### src/acc_defines.svh
// register map, field positions and conversion counts
`ifndef ACC_DEFINES_SVH
`define ACC_DEFINES_SVH
`define ACC_ADDR_W         3
`define ACC_OFS_INPUT_SEL  3'h0
`define ACC_OFS_CTRL_STAT  3'h1
`define ACC_OFS_RES_LOW    3'h2
`define ACC_OFS_RES_HIGH   3'h3
`define ACC_OFS_TRIG_MISC  3'h4
`define ACC_CS_ENABLE      7
`define ACC_CS_START       6
`define ACC_CS_ATE         5
`define ACC_CS_FLAG        4
`define ACC_CS_IE          3
`define ACC_IS_REF_LO      6
`define ACC_IS_LADJ        5
`define ACC_TS_LO          5
`define ACC_TS_RESV        4
`define ACC_RST_BYTE       8'h00
`define ACC_FIRST_CYCLES   5'd25
`define ACC_NORMAL_CYCLES  5'd13
`define ACC_CODE_BANDGAP   5'h1e
`define ACC_CODE_GROUND    5'h1f
`endif

### src/acc_pkg.sv
// types shared by the conversion control block
package acc_pkg;
	typedef enum logic [2:0] {
		ACC_ST_OFF  = 3'b001,
		ACC_ST_IDLE = 3'b010,
		ACC_ST_CONV = 3'b100
	} acc_state_t;
	typedef enum logic [1:0] {
		ACC_GAIN_1X   = 2'h0,
		ACC_GAIN_10X  = 2'h1,
		ACC_GAIN_200X = 2'h2
	} acc_gain_t;
	typedef enum logic [2:0] {
		ACC_TRIG_FREE = 3'h0,
		ACC_TRIG_ACMP = 3'h1,
		ACC_TRIG_EXT0 = 3'h2,
		ACC_TRIG_T0CM = 3'h3,
		ACC_TRIG_T0OV = 3'h4,
		ACC_TRIG_T1CB = 3'h5,
		ACC_TRIG_T1OV = 3'h6,
		ACC_TRIG_T1CP = 3'h7
	} acc_trig_t;
endpackage

### src/acc_prescaler.sv
// converter clock divider: 2,2,4,...,128 from the system clock
module acc_prescaler #(
	parameter int CNT_W = 7
) (
	input  wire logic       ref_clk,
	input  wire logic       nrst,
	input  wire logic       run,
	input  wire logic [2:0] div_sel,
	output logic            tick_q,
	output logic            adc_clk_q
);
	logic [CNT_W-1:0] cnt_q;
	logic [CNT_W-1:0] half_m1;
	logic [CNT_W-1:0] last;
	logic [2:0]       shift;

	always_comb begin
		shift   = (div_sel == 3'h0) ? 3'h1 : div_sel;
		half_m1 = CNT_W'((1 << (shift - 3'h1)) - 1);
		last    = {half_m1[CNT_W-2:0], 1'b1};
	end

	always_ff @(posedge ref_clk) begin
		if (!nrst || !run) begin
			cnt_q     <= '0;
			tick_q    <= 1'b0;
			adc_clk_q <= 1'b0;
		end else if (cnt_q >= last) begin
			cnt_q     <= '0;
			tick_q    <= 1'b1;
			adc_clk_q <= 1'b1;
		end else begin
			cnt_q  <= cnt_q + 1'b1;
			tick_q <= 1'b0;
			if (cnt_q == half_m1) begin
				adc_clk_q <= 1'b0;
			end
		end
	end
endmodule

### src/acc_core.sv
// converter control: registers, start logic, timing, result
//
// Overview of operation
// new input selection during a conversion applies only after it completes
// codes 00000-00111 single inputs 0-7, 11110 bandgap, 11111 ground
// 01xxx differential with gain 10x/200x, 10000-11101 differential 1x
// enable one powers converter, zero powers off and aborts conversion
// start write begins one conversion, in free running only the first
// first conversion after enable takes 25 converter cycles, later 13
// start bit reads one while converting, writing zero does nothing
// auto trigger starts a conversion on rising edge of trigger
// completion flag sets when conversion ends and result is stored
// flag clears when vector taken or software writes one to it
// interrupt request needs flag, irq enable and global enable
// divide field picks 2,2,4,8,16,32,64,128 for converter clock
// right adjusted result in bits 9:0, upper six read zero
// left adjusted result in bits 15:6, lower six read zero
// reading low byte blocks result updates until high byte read
// software reads low before high, or only high for 8 bits
// differential results are presented in two's complement
// trigger source field acts only while auto trigger enabled
// source 0 free running, 1-7 comparator, ext0, timer events
// switching to a set source from a clear one is an edge
// switching to free running never makes a trigger event
// reserved bit 4 of trigger register reads zero, ignores writes
// left adjust change alters result presentation at once
// reference change during conversion applies after it completes
// free running restarts on rising edge of completion flag
//
// Our own choices: the register offsets and strobed register access.
`include "acc_defines.svh"

module acc_core (
	input  wire logic                   ref_clk,
	input  wire logic                   nrst,
	input  wire logic [`ACC_ADDR_W-1:0] reg_addr,
	input  wire logic [7:0]             reg_wdata,
	input  wire logic                   reg_wr,
	input  wire logic                   reg_rd,
	output logic      [7:0]             reg_rdata_q,
	input  wire logic                   vector_taken,
	input  wire logic                   global_irq_en,
	input  wire logic [6:0]             trig_flags,
	input  wire logic [9:0]             core_result,
	output logic                        irq_q,
	output logic                        adc_clk_q,
	output logic                        core_power_q,
	output logic                        core_busy_q,
	output logic                        core_init_q,
	output logic      [4:0]             core_channel_q,
	output logic      [1:0]             core_ref_q,
	output logic                        core_diff_q,
	output logic      [2:0]             core_pos_q,
	output logic      [2:0]             core_neg_q,
	output acc_pkg::acc_gain_t          core_gain_q,
	output logic                        core_bandgap_q,
	output logic                        core_ground_q
);
	acc_pkg::acc_state_t state_q;
	logic [7:0] input_sel_q;
	logic       en_q;
	logic       ate_q;
	logic       flag_q;
	logic       ie_q;
	logic [2:0] div_q;
	logic [2:0] ts_q;
	logic [2:0] ts_prev_q;
	logic       trig_prev_q;
	logic [4:0] cnt_q;
	logic [4:0] last_q;
	logic       init_pend_q;
	logic [9:0] result_q;
	logic       lock_q;
	logic       tick_q;
	logic       wr_is;
	logic       wr_cs;
	logic       wr_ts;
	logic       rd_lo;
	logic       rd_hi;
	logic       sw_start;
	logic       trig_now;
	logic       auto_edge;
	logic       start;
	logic       done;
	logic       conv;
	logic [15:0] res16;
	logic [4:0] sel;

	////////////////////////////////////////////////////////////////
	// strobes and decode

	always_comb begin
		wr_is = reg_wr && (reg_addr == `ACC_OFS_INPUT_SEL);
		wr_cs = reg_wr && (reg_addr == `ACC_OFS_CTRL_STAT);
		wr_ts = reg_wr && (reg_addr == `ACC_OFS_TRIG_MISC);
		rd_lo = reg_rd && (reg_addr == `ACC_OFS_RES_LOW);
		rd_hi = reg_rd && (reg_addr == `ACC_OFS_RES_HIGH);
		conv  = (state_q == acc_pkg::ACC_ST_CONV);
		sel   = input_sel_q[4:0];
	end

	////////////////////////////////////////////////////////////////
	// start sources

	always_comb begin
		sw_start = wr_cs && reg_wdata[`ACC_CS_ENABLE]
			&& reg_wdata[`ACC_CS_START];
		if (ts_q == acc_pkg::ACC_TRIG_FREE) begin
			trig_now = flag_q;
		end else begin
			trig_now = trig_flags[3'(ts_q - 3'h1)];
		end
		auto_edge = ate_q && trig_now && !trig_prev_q
			&& !(ts_q == 3'h0 && ts_prev_q != 3'h0);
		start = (sw_start && !conv)
			|| (auto_edge && state_q == acc_pkg::ACC_ST_IDLE);
		done  = conv && tick_q && (cnt_q == last_q);
	end

	always_ff @(posedge ref_clk) begin
		if (!nrst) begin
			trig_prev_q <= 1'b0;
			ts_prev_q   <= 3'h0;
		end else begin
			trig_prev_q <= trig_now;
			ts_prev_q   <= ts_q;
		end
	end

	////////////////////////////////////////////////////////////////
	// conversion sequencer

	always_ff @(posedge ref_clk) begin
		if (!nrst) begin
			state_q <= acc_pkg::ACC_ST_OFF;
		end else if (wr_cs && !reg_wdata[`ACC_CS_ENABLE]) begin
			state_q <= acc_pkg::ACC_ST_OFF;
		end else begin
			case (state_q)
				acc_pkg::ACC_ST_OFF: begin
					if (start) begin
						state_q <= acc_pkg::ACC_ST_CONV;
					end else if (wr_cs) begin
						state_q <= acc_pkg::ACC_ST_IDLE;
					end
				end
				acc_pkg::ACC_ST_IDLE: begin
					if (start) begin
						state_q <= acc_pkg::ACC_ST_CONV;
					end
				end
				acc_pkg::ACC_ST_CONV: begin
					if (done) begin
						state_q <= acc_pkg::ACC_ST_IDLE;
					end
				end
				default: state_q <= acc_pkg::ACC_ST_OFF;
			endcase
		end
	end

	// count converter clock periods of the running conversion
	always_ff @(posedge ref_clk) begin
		if (!nrst) begin
			cnt_q       <= 5'h0;
			last_q      <= 5'h0;
			init_pend_q <= 1'b1;
		end else if (state_q == acc_pkg::ACC_ST_OFF && !start) begin
			cnt_q       <= 5'h0;
			init_pend_q <= 1'b1;
		end else if (start) begin
			cnt_q       <= 5'h0;
			init_pend_q <= 1'b0;
			last_q      <= init_pend_q ? `ACC_FIRST_CYCLES - 5'd1
				: `ACC_NORMAL_CYCLES - 5'd1;
		end else if (conv && tick_q) begin
			cnt_q <= cnt_q + 5'd1;
		end
	end

	acc_prescaler #(
		.CNT_W (7)
	) u_prescaler (
		.ref_clk   (ref_clk),
		.nrst      (nrst),
		.run       (en_q),
		.div_sel   (div_q),
		.tick_q    (tick_q),
		.adc_clk_q (adc_clk_q)
	);

	////////////////////////////////////////////////////////////////
	// software registers

	always_ff @(posedge ref_clk) begin
		if (!nrst) begin
			input_sel_q <= `ACC_RST_BYTE;
			en_q        <= 1'b0;
			ate_q       <= 1'b0;
			ie_q        <= 1'b0;
			div_q       <= 3'h0;
			ts_q        <= 3'h0;
		end else begin
			if (wr_is) begin
				input_sel_q <= reg_wdata;
			end
			if (wr_cs) begin
				en_q  <= reg_wdata[`ACC_CS_ENABLE];
				ate_q <= reg_wdata[`ACC_CS_ATE];
				ie_q  <= reg_wdata[`ACC_CS_IE];
				div_q <= reg_wdata[2:0];
			end
			if (wr_ts) begin
				ts_q <= reg_wdata[7:`ACC_TS_LO];
			end
		end
	end

	// completion flag, a new completion beats a clear
	always_ff @(posedge ref_clk) begin
		if (!nrst) begin
			flag_q <= 1'b0;
		end else if (done) begin
			flag_q <= 1'b1;
		end else if (vector_taken
			|| (wr_cs && reg_wdata[`ACC_CS_FLAG])) begin
			flag_q <= 1'b0;
		end
	end

	always_ff @(posedge ref_clk) begin
		if (!nrst) begin
			irq_q <= 1'b0;
		end else begin
			irq_q <= flag_q && ie_q && global_irq_en;
		end
	end

	////////////////////////////////////////////////////////////////
	// result store and read lock

	always_ff @(posedge ref_clk) begin
		if (!nrst) begin
			result_q <= 10'h000;
		end else if (done && !lock_q) begin
			result_q <= core_diff_q ? {~core_result[9], core_result[8:0]}
				: core_result;
		end
	end

	always_ff @(posedge ref_clk) begin
		if (!nrst) begin
			lock_q <= 1'b0;
		end else if (rd_hi) begin
			lock_q <= 1'b0;
		end else if (rd_lo) begin
			lock_q <= 1'b1;
		end
	end

	always_comb begin
		if (input_sel_q[`ACC_IS_LADJ]) begin
			res16 = {result_q, 6'h00};
		end else begin
			res16 = {6'h00, result_q};
		end
	end

	always_ff @(posedge ref_clk) begin
		if (!nrst) begin
			reg_rdata_q <= `ACC_RST_BYTE;
		end else if (reg_rd) begin
			case (reg_addr)
				`ACC_OFS_INPUT_SEL: reg_rdata_q <= input_sel_q;
				`ACC_OFS_CTRL_STAT: reg_rdata_q <= {en_q, conv, ate_q,
					flag_q, ie_q, div_q};
				`ACC_OFS_RES_LOW:   reg_rdata_q <= res16[7:0];
				`ACC_OFS_RES_HIGH:  reg_rdata_q <= res16[15:8];
				`ACC_OFS_TRIG_MISC: reg_rdata_q <= {ts_q, 5'h00};
				default:            reg_rdata_q <= 8'h00;
			endcase
		end else begin
			reg_rdata_q <= 8'h00;
		end
	end

	////////////////////////////////////////////////////////////////
	// analog core controls, selection frozen while converting

	always_ff @(posedge ref_clk) begin
		if (!nrst) begin
			core_power_q <= 1'b0;
			core_busy_q  <= 1'b0;
			core_init_q  <= 1'b0;
		end else begin
			core_power_q <= en_q;
			core_busy_q  <= conv;
			core_init_q  <= conv && (last_q == `ACC_FIRST_CYCLES - 5'd1);
		end
	end

	always_ff @(posedge ref_clk) begin
		if (!nrst) begin
			core_channel_q <= 5'h00;
			core_ref_q     <= 2'h0;
			core_diff_q    <= 1'b0;
			core_pos_q     <= 3'h0;
			core_neg_q     <= 3'h0;
			core_gain_q    <= acc_pkg::ACC_GAIN_1X;
			core_bandgap_q <= 1'b0;
			core_ground_q  <= 1'b0;
		end else if (!conv) begin
			core_channel_q <= sel;
			core_ref_q     <= input_sel_q[7:`ACC_IS_REF_LO];
			core_bandgap_q <= (sel == `ACC_CODE_BANDGAP);
			core_ground_q  <= (sel == `ACC_CODE_GROUND);
			core_pos_q     <= sel[2:0];
			core_neg_q     <= 3'h0;
			core_gain_q    <= acc_pkg::ACC_GAIN_1X;
			core_diff_q    <= 1'b1;
			case (sel[4:3])
				2'b00: core_diff_q <= 1'b0;
				2'b01: begin
					core_pos_q  <= {1'b0, sel[2], sel[0]};
					core_neg_q  <= {1'b0, sel[2], 1'b0};
					core_gain_q <= sel[1] ? acc_pkg::ACC_GAIN_200X
						: acc_pkg::ACC_GAIN_10X;
				end
				2'b10: core_neg_q <= 3'h1;
				default: begin
					core_neg_q  <= 3'h2;
					core_diff_q <= (sel[2:1] != 2'b11);
				end
			endcase
		end
	end
endmodule

### config.mk
export PLATFORM = sky130hd
export DESIGN_NAME = acc_core
export DESIGN_NICKNAME = d
export VERILOG_FILES = /design/src/acc_pkg.sv /design/src/acc_prescaler.sv /design/src/acc_core.sv
export VERILOG_INCLUDE_DIRS = /design/src
export SDC_FILE = /design/constraint.sdc
export NUM_CORES = 1
export LEC_CHECK = 0
export BUFFER_PORTS_ARGS = -buffer_cell sky130_fd_sc_hd__buf_2
export CAP_MARGIN = 5
export CORE_ASPECT_RATIO = 1.1
export CORE_MARGIN = 3
export CORE_UTILIZATION = 55
export DETAILED_ROUTE_END_ITERATION = 16
export PLACE_DENSITY = 0.78
export SETUP_SLACK_MARGIN = 0.1
export SYNTH_ARGS = -nofsm -noshare
export SYNTH_HDL_FRONTEND = slang
export SYNTH_SLANG_ARGS = --single-unit
### constraint.sdc
create_clock -name ref_clk -period 2.7 [get_ports ref_clk]
set_clock_uncertainty 0.1 [all_clocks]
set_input_delay 0.405 -clock ref_clk [delete_from_list [all_inputs] [get_ports ref_clk]]
set_output_delay 0.405 -clock ref_clk [all_outputs]
set_load 0.02 [all_outputs]
==> results.cfg <==
[logic_synthesis]
synth_fp_nets = 497
synth.largest_area_cell = dfxtp_1
synth_compound_area_frac = 0.151
synthCells = 448
yosys_warnings = 0
postSynthAreaPerCell_um2 = 8.64
synth_area_leaders = dfxtp_1, nand2_1, nor2_1, ha_1, a21oi_1
netlist-cell-type-count = 61
yosysTopAreaCellShare = 0.424
async_flop_share = 0
synth_top_family_by_area = simple AND/OR/NAND/NOR gates
syn-cell-area_um2 = 3870
synth-edff-count = 0
ys_seq_area_frac = 0.424
yosys.area_share.simple = 0.220
synth_common_cells = dfxtp_1, nand2_1, nor2_1
synth-seq-cells = 82
yosysMostFrequentCell = dfxtp_1
synth_flop_cell = dfxtp_1
synthAdderAreaFrac = 0.0485
synth_xor_area_frac = 0.0407
yosys-mux-area-fraction = 0.0682

[floorplanning]
start_util = 0.577
fp.dieH_um = 94.0
std_cell_rows = 31
die_width_um = 86.0
pin_count = 65
die-area_um2 = 8080
core_area_um2 = 6710

[worst_setup_path]
critPathArrivalTime_ps = 2550
cp-start-kind = flip-flop
path_max_fanout = 10
required_ps = 2840
ff2ff_setup_slack_ps = 300
critical_path_class = flip-flop to flip-flop
cp_slowest_cell = dfxtp_1
critPathCaptureType = flip-flop
crit_chain = inv_1 -> ha_1 -> and2b_2 -> a221o_2 -> a31oi_4 -> o21ai_4 -> o311a_1
cpPeakStageDelay_ps = 420

[clock_network]
cts_tree = done
numCtsBuffers = 9
postCtsResizedCells = 0
cts_max_level = 3
cts_root_buffer = clkbuf_8
clk_pin_slew_ps = 80
clk_latency_ps = 350
hold_buffers = 0
clockBufferDepth = 2
post-cts-setup-buffer-count = 0
cts.sinks = 82

[routing]
drc_errors = 0
detail-route-antenna-nets = 0
avgRoutedWirePerCell_um = 15.0
finalWirelength_um = 8790
drt_first_pass_iters = 4
num_vias = 3283
viasPerCell = 5.58
drtIter0Drc = 186

[place]
place_hpwl_um = 6280
preCtsSetupSlack_ps = 314
place.gp.congestion = 0.881
portBuffers = 63
place_inst = 572

[pwr]
ir_drop_mv = 0.439
p_seq_frac = 0.525
p_sw_w = 0.000549
pwr-share-clk = 0.413
power_frac_comb = 0.062
powerDensity_nw_per_um2 = 531
power.total_w = 0.00235
p_leak_nw = 1.79
internal_power_w = 0.00180
switching_share = 0.233

[sta]
relSlewSlack = 0.549
finalHoldViolations = 0
max_clock_freq_mhz = 416
slew_violations = 0
tightest_slew_ps = 674
setup_viol = 0
finalCritPeriodShare = 0.890
fin_crit_ps = 2400
rsz0062_at_grt = no
setup_slack_ps = 297
setup_tns_ps = 0
hold-worst-slack_ps = 185

[outcome]
status = finished clean

[global_routing]
overflow = 0
grt.total_usage = 0.230
grt_max_degree = 49
grt_pass1_wl_um = 14700
grt_pass1_vias = 3097
antenna_found_initial = 0

[final_layout]
final_cells = 588
syn2layout_area_growth_pct = 14.4
antennaDiodeCount = 0
drive_above_1_share = 0.198
nNetsFinal = 550

[min_path]
hp-class = input port to flip-flop

[job]
cap_violations = 0
==> flip-flops by register name (all words and copies together), names as in the netlist, 5 cells and up <==
| signal | count |
|---|---|
| core_channel_q | 5 |
| reg_rdata_q | 8 |
| u_prescaler.cnt_q | 7 |
| result_q | 10 |
| cnt_q | 5 |
| input_sel_q | 8 |
==> power by group through the flow <==
stage | combinational [W] | clock, W | sequential, W
2_1_floorplan | 0.0000915 | 0 | 0.00126
3_3_place_gp | 0.000140 | 0 | 0.00126
3_5_place_dp | 0.000143 | 0 | 0.00126
4_1_cts | 0.000144 | 0.000993 | 0.00123
5_1_grt | 0.000160 | 0.00105 | 0.00124
6_report | 0.000145 | 0.000972 | 0.00123
==> final timing paths <==
check | startpoint | end | cells past startpoint
hold reg to reg | core_channel_q[4] | core_channel_q[4] | 2
setup reg to reg | ts_q[0] | state_q[2] | 7
setup / recovery | ts_q[0] | state_q[2] | 7
hold / removal | core_result[0] | result_q[0] | 3
==> per-stage QoR <==
step | utilization | area [µm²]
after floorplan | - | 3870
final | 0.660 | 4430
after global routing | 0.660 | 4430
after global placement | 0.627 | 4210
after detailed placement | 0.627 | 4210
after CTS | 0.660 | 4430
==> worst max-delay path, delay by kind of cell, from the launching register on <==
kind | cells | cell delay (ps)
compound gates | 4 | 1100
buf+inv | 1 | 130
flops | 1 | 420
fa+ha+maj | 1 | 330
simple gates | 1 | 220
==> metal layers <==
layer / share of wire / global-route usage / vias up
met5: 0 / 0 / -
met3: 0.039 / 0.0377 / 21
met1: 0.45 / 0.301 / 1544
met4: 0.029 / 0.125 / 0
met2: 0.48 / 0.359 / 79
li1: - / - / 1639
==> cell families (layout without fill, tap and decap cells) <==
logic type | Yosys count | in the layout
adders and majority gates | 15 | 15
other | 1 | 1
buffers and inverters | 42 | 100
and+or+nand+nor | 178 | 178
AOI/OAI and AO/OA | 88 | 88
xor gates and xnor gates | 18 | 18
DFF | 82 | 82
muxes | 24 | 24
==> cell type report <==
| cell class | count | area, µm² |
|---|---|---|
| clock buffers | 10 | 128 |
| inverters | 16 | 60.1 |
| well taps | 82 | 103 |
| fillers | 577 | 2280 |
| flip-flops and latches | 82 | 1640 |
| clock inverters | 6 | 90.1 |
| repair buffers | 68 | 353 |
| multi-input cells | 324 | 2050 |
==> cell usage in the layout, fill, tap and decap left out, types with 2 or more instances in the layout <==
cell / n
a211oi_1: 2
a21o_1: 4
a21oi_1: 36
a22o_1: 4
a22oi_1: 8
a311oi_1: 2
and2_1: 5
and3_1: 3
buf_2: 63
buf_4: 5
bufinv_16: 2
clkbuf_8: 9
dfxtp_1: 82
ha_1: 15
inv_1: 16
mux2_2: 5
mux2i_1: 17
nand2_1: 63
nand2b_1: 8
nand3_1: 7
nand4_1: 3
nor2_1: 55
nor2b_1: 4
nor3_1: 9
nor3b_1: 4
nor4_1: 3
o21a_1: 2
o21ai_0: 13
o22a_1: 2
o22ai_1: 3
or2_2: 2
xnor2_1: 9
xor2_1: 9
Power figures use the tool's default switching activity.
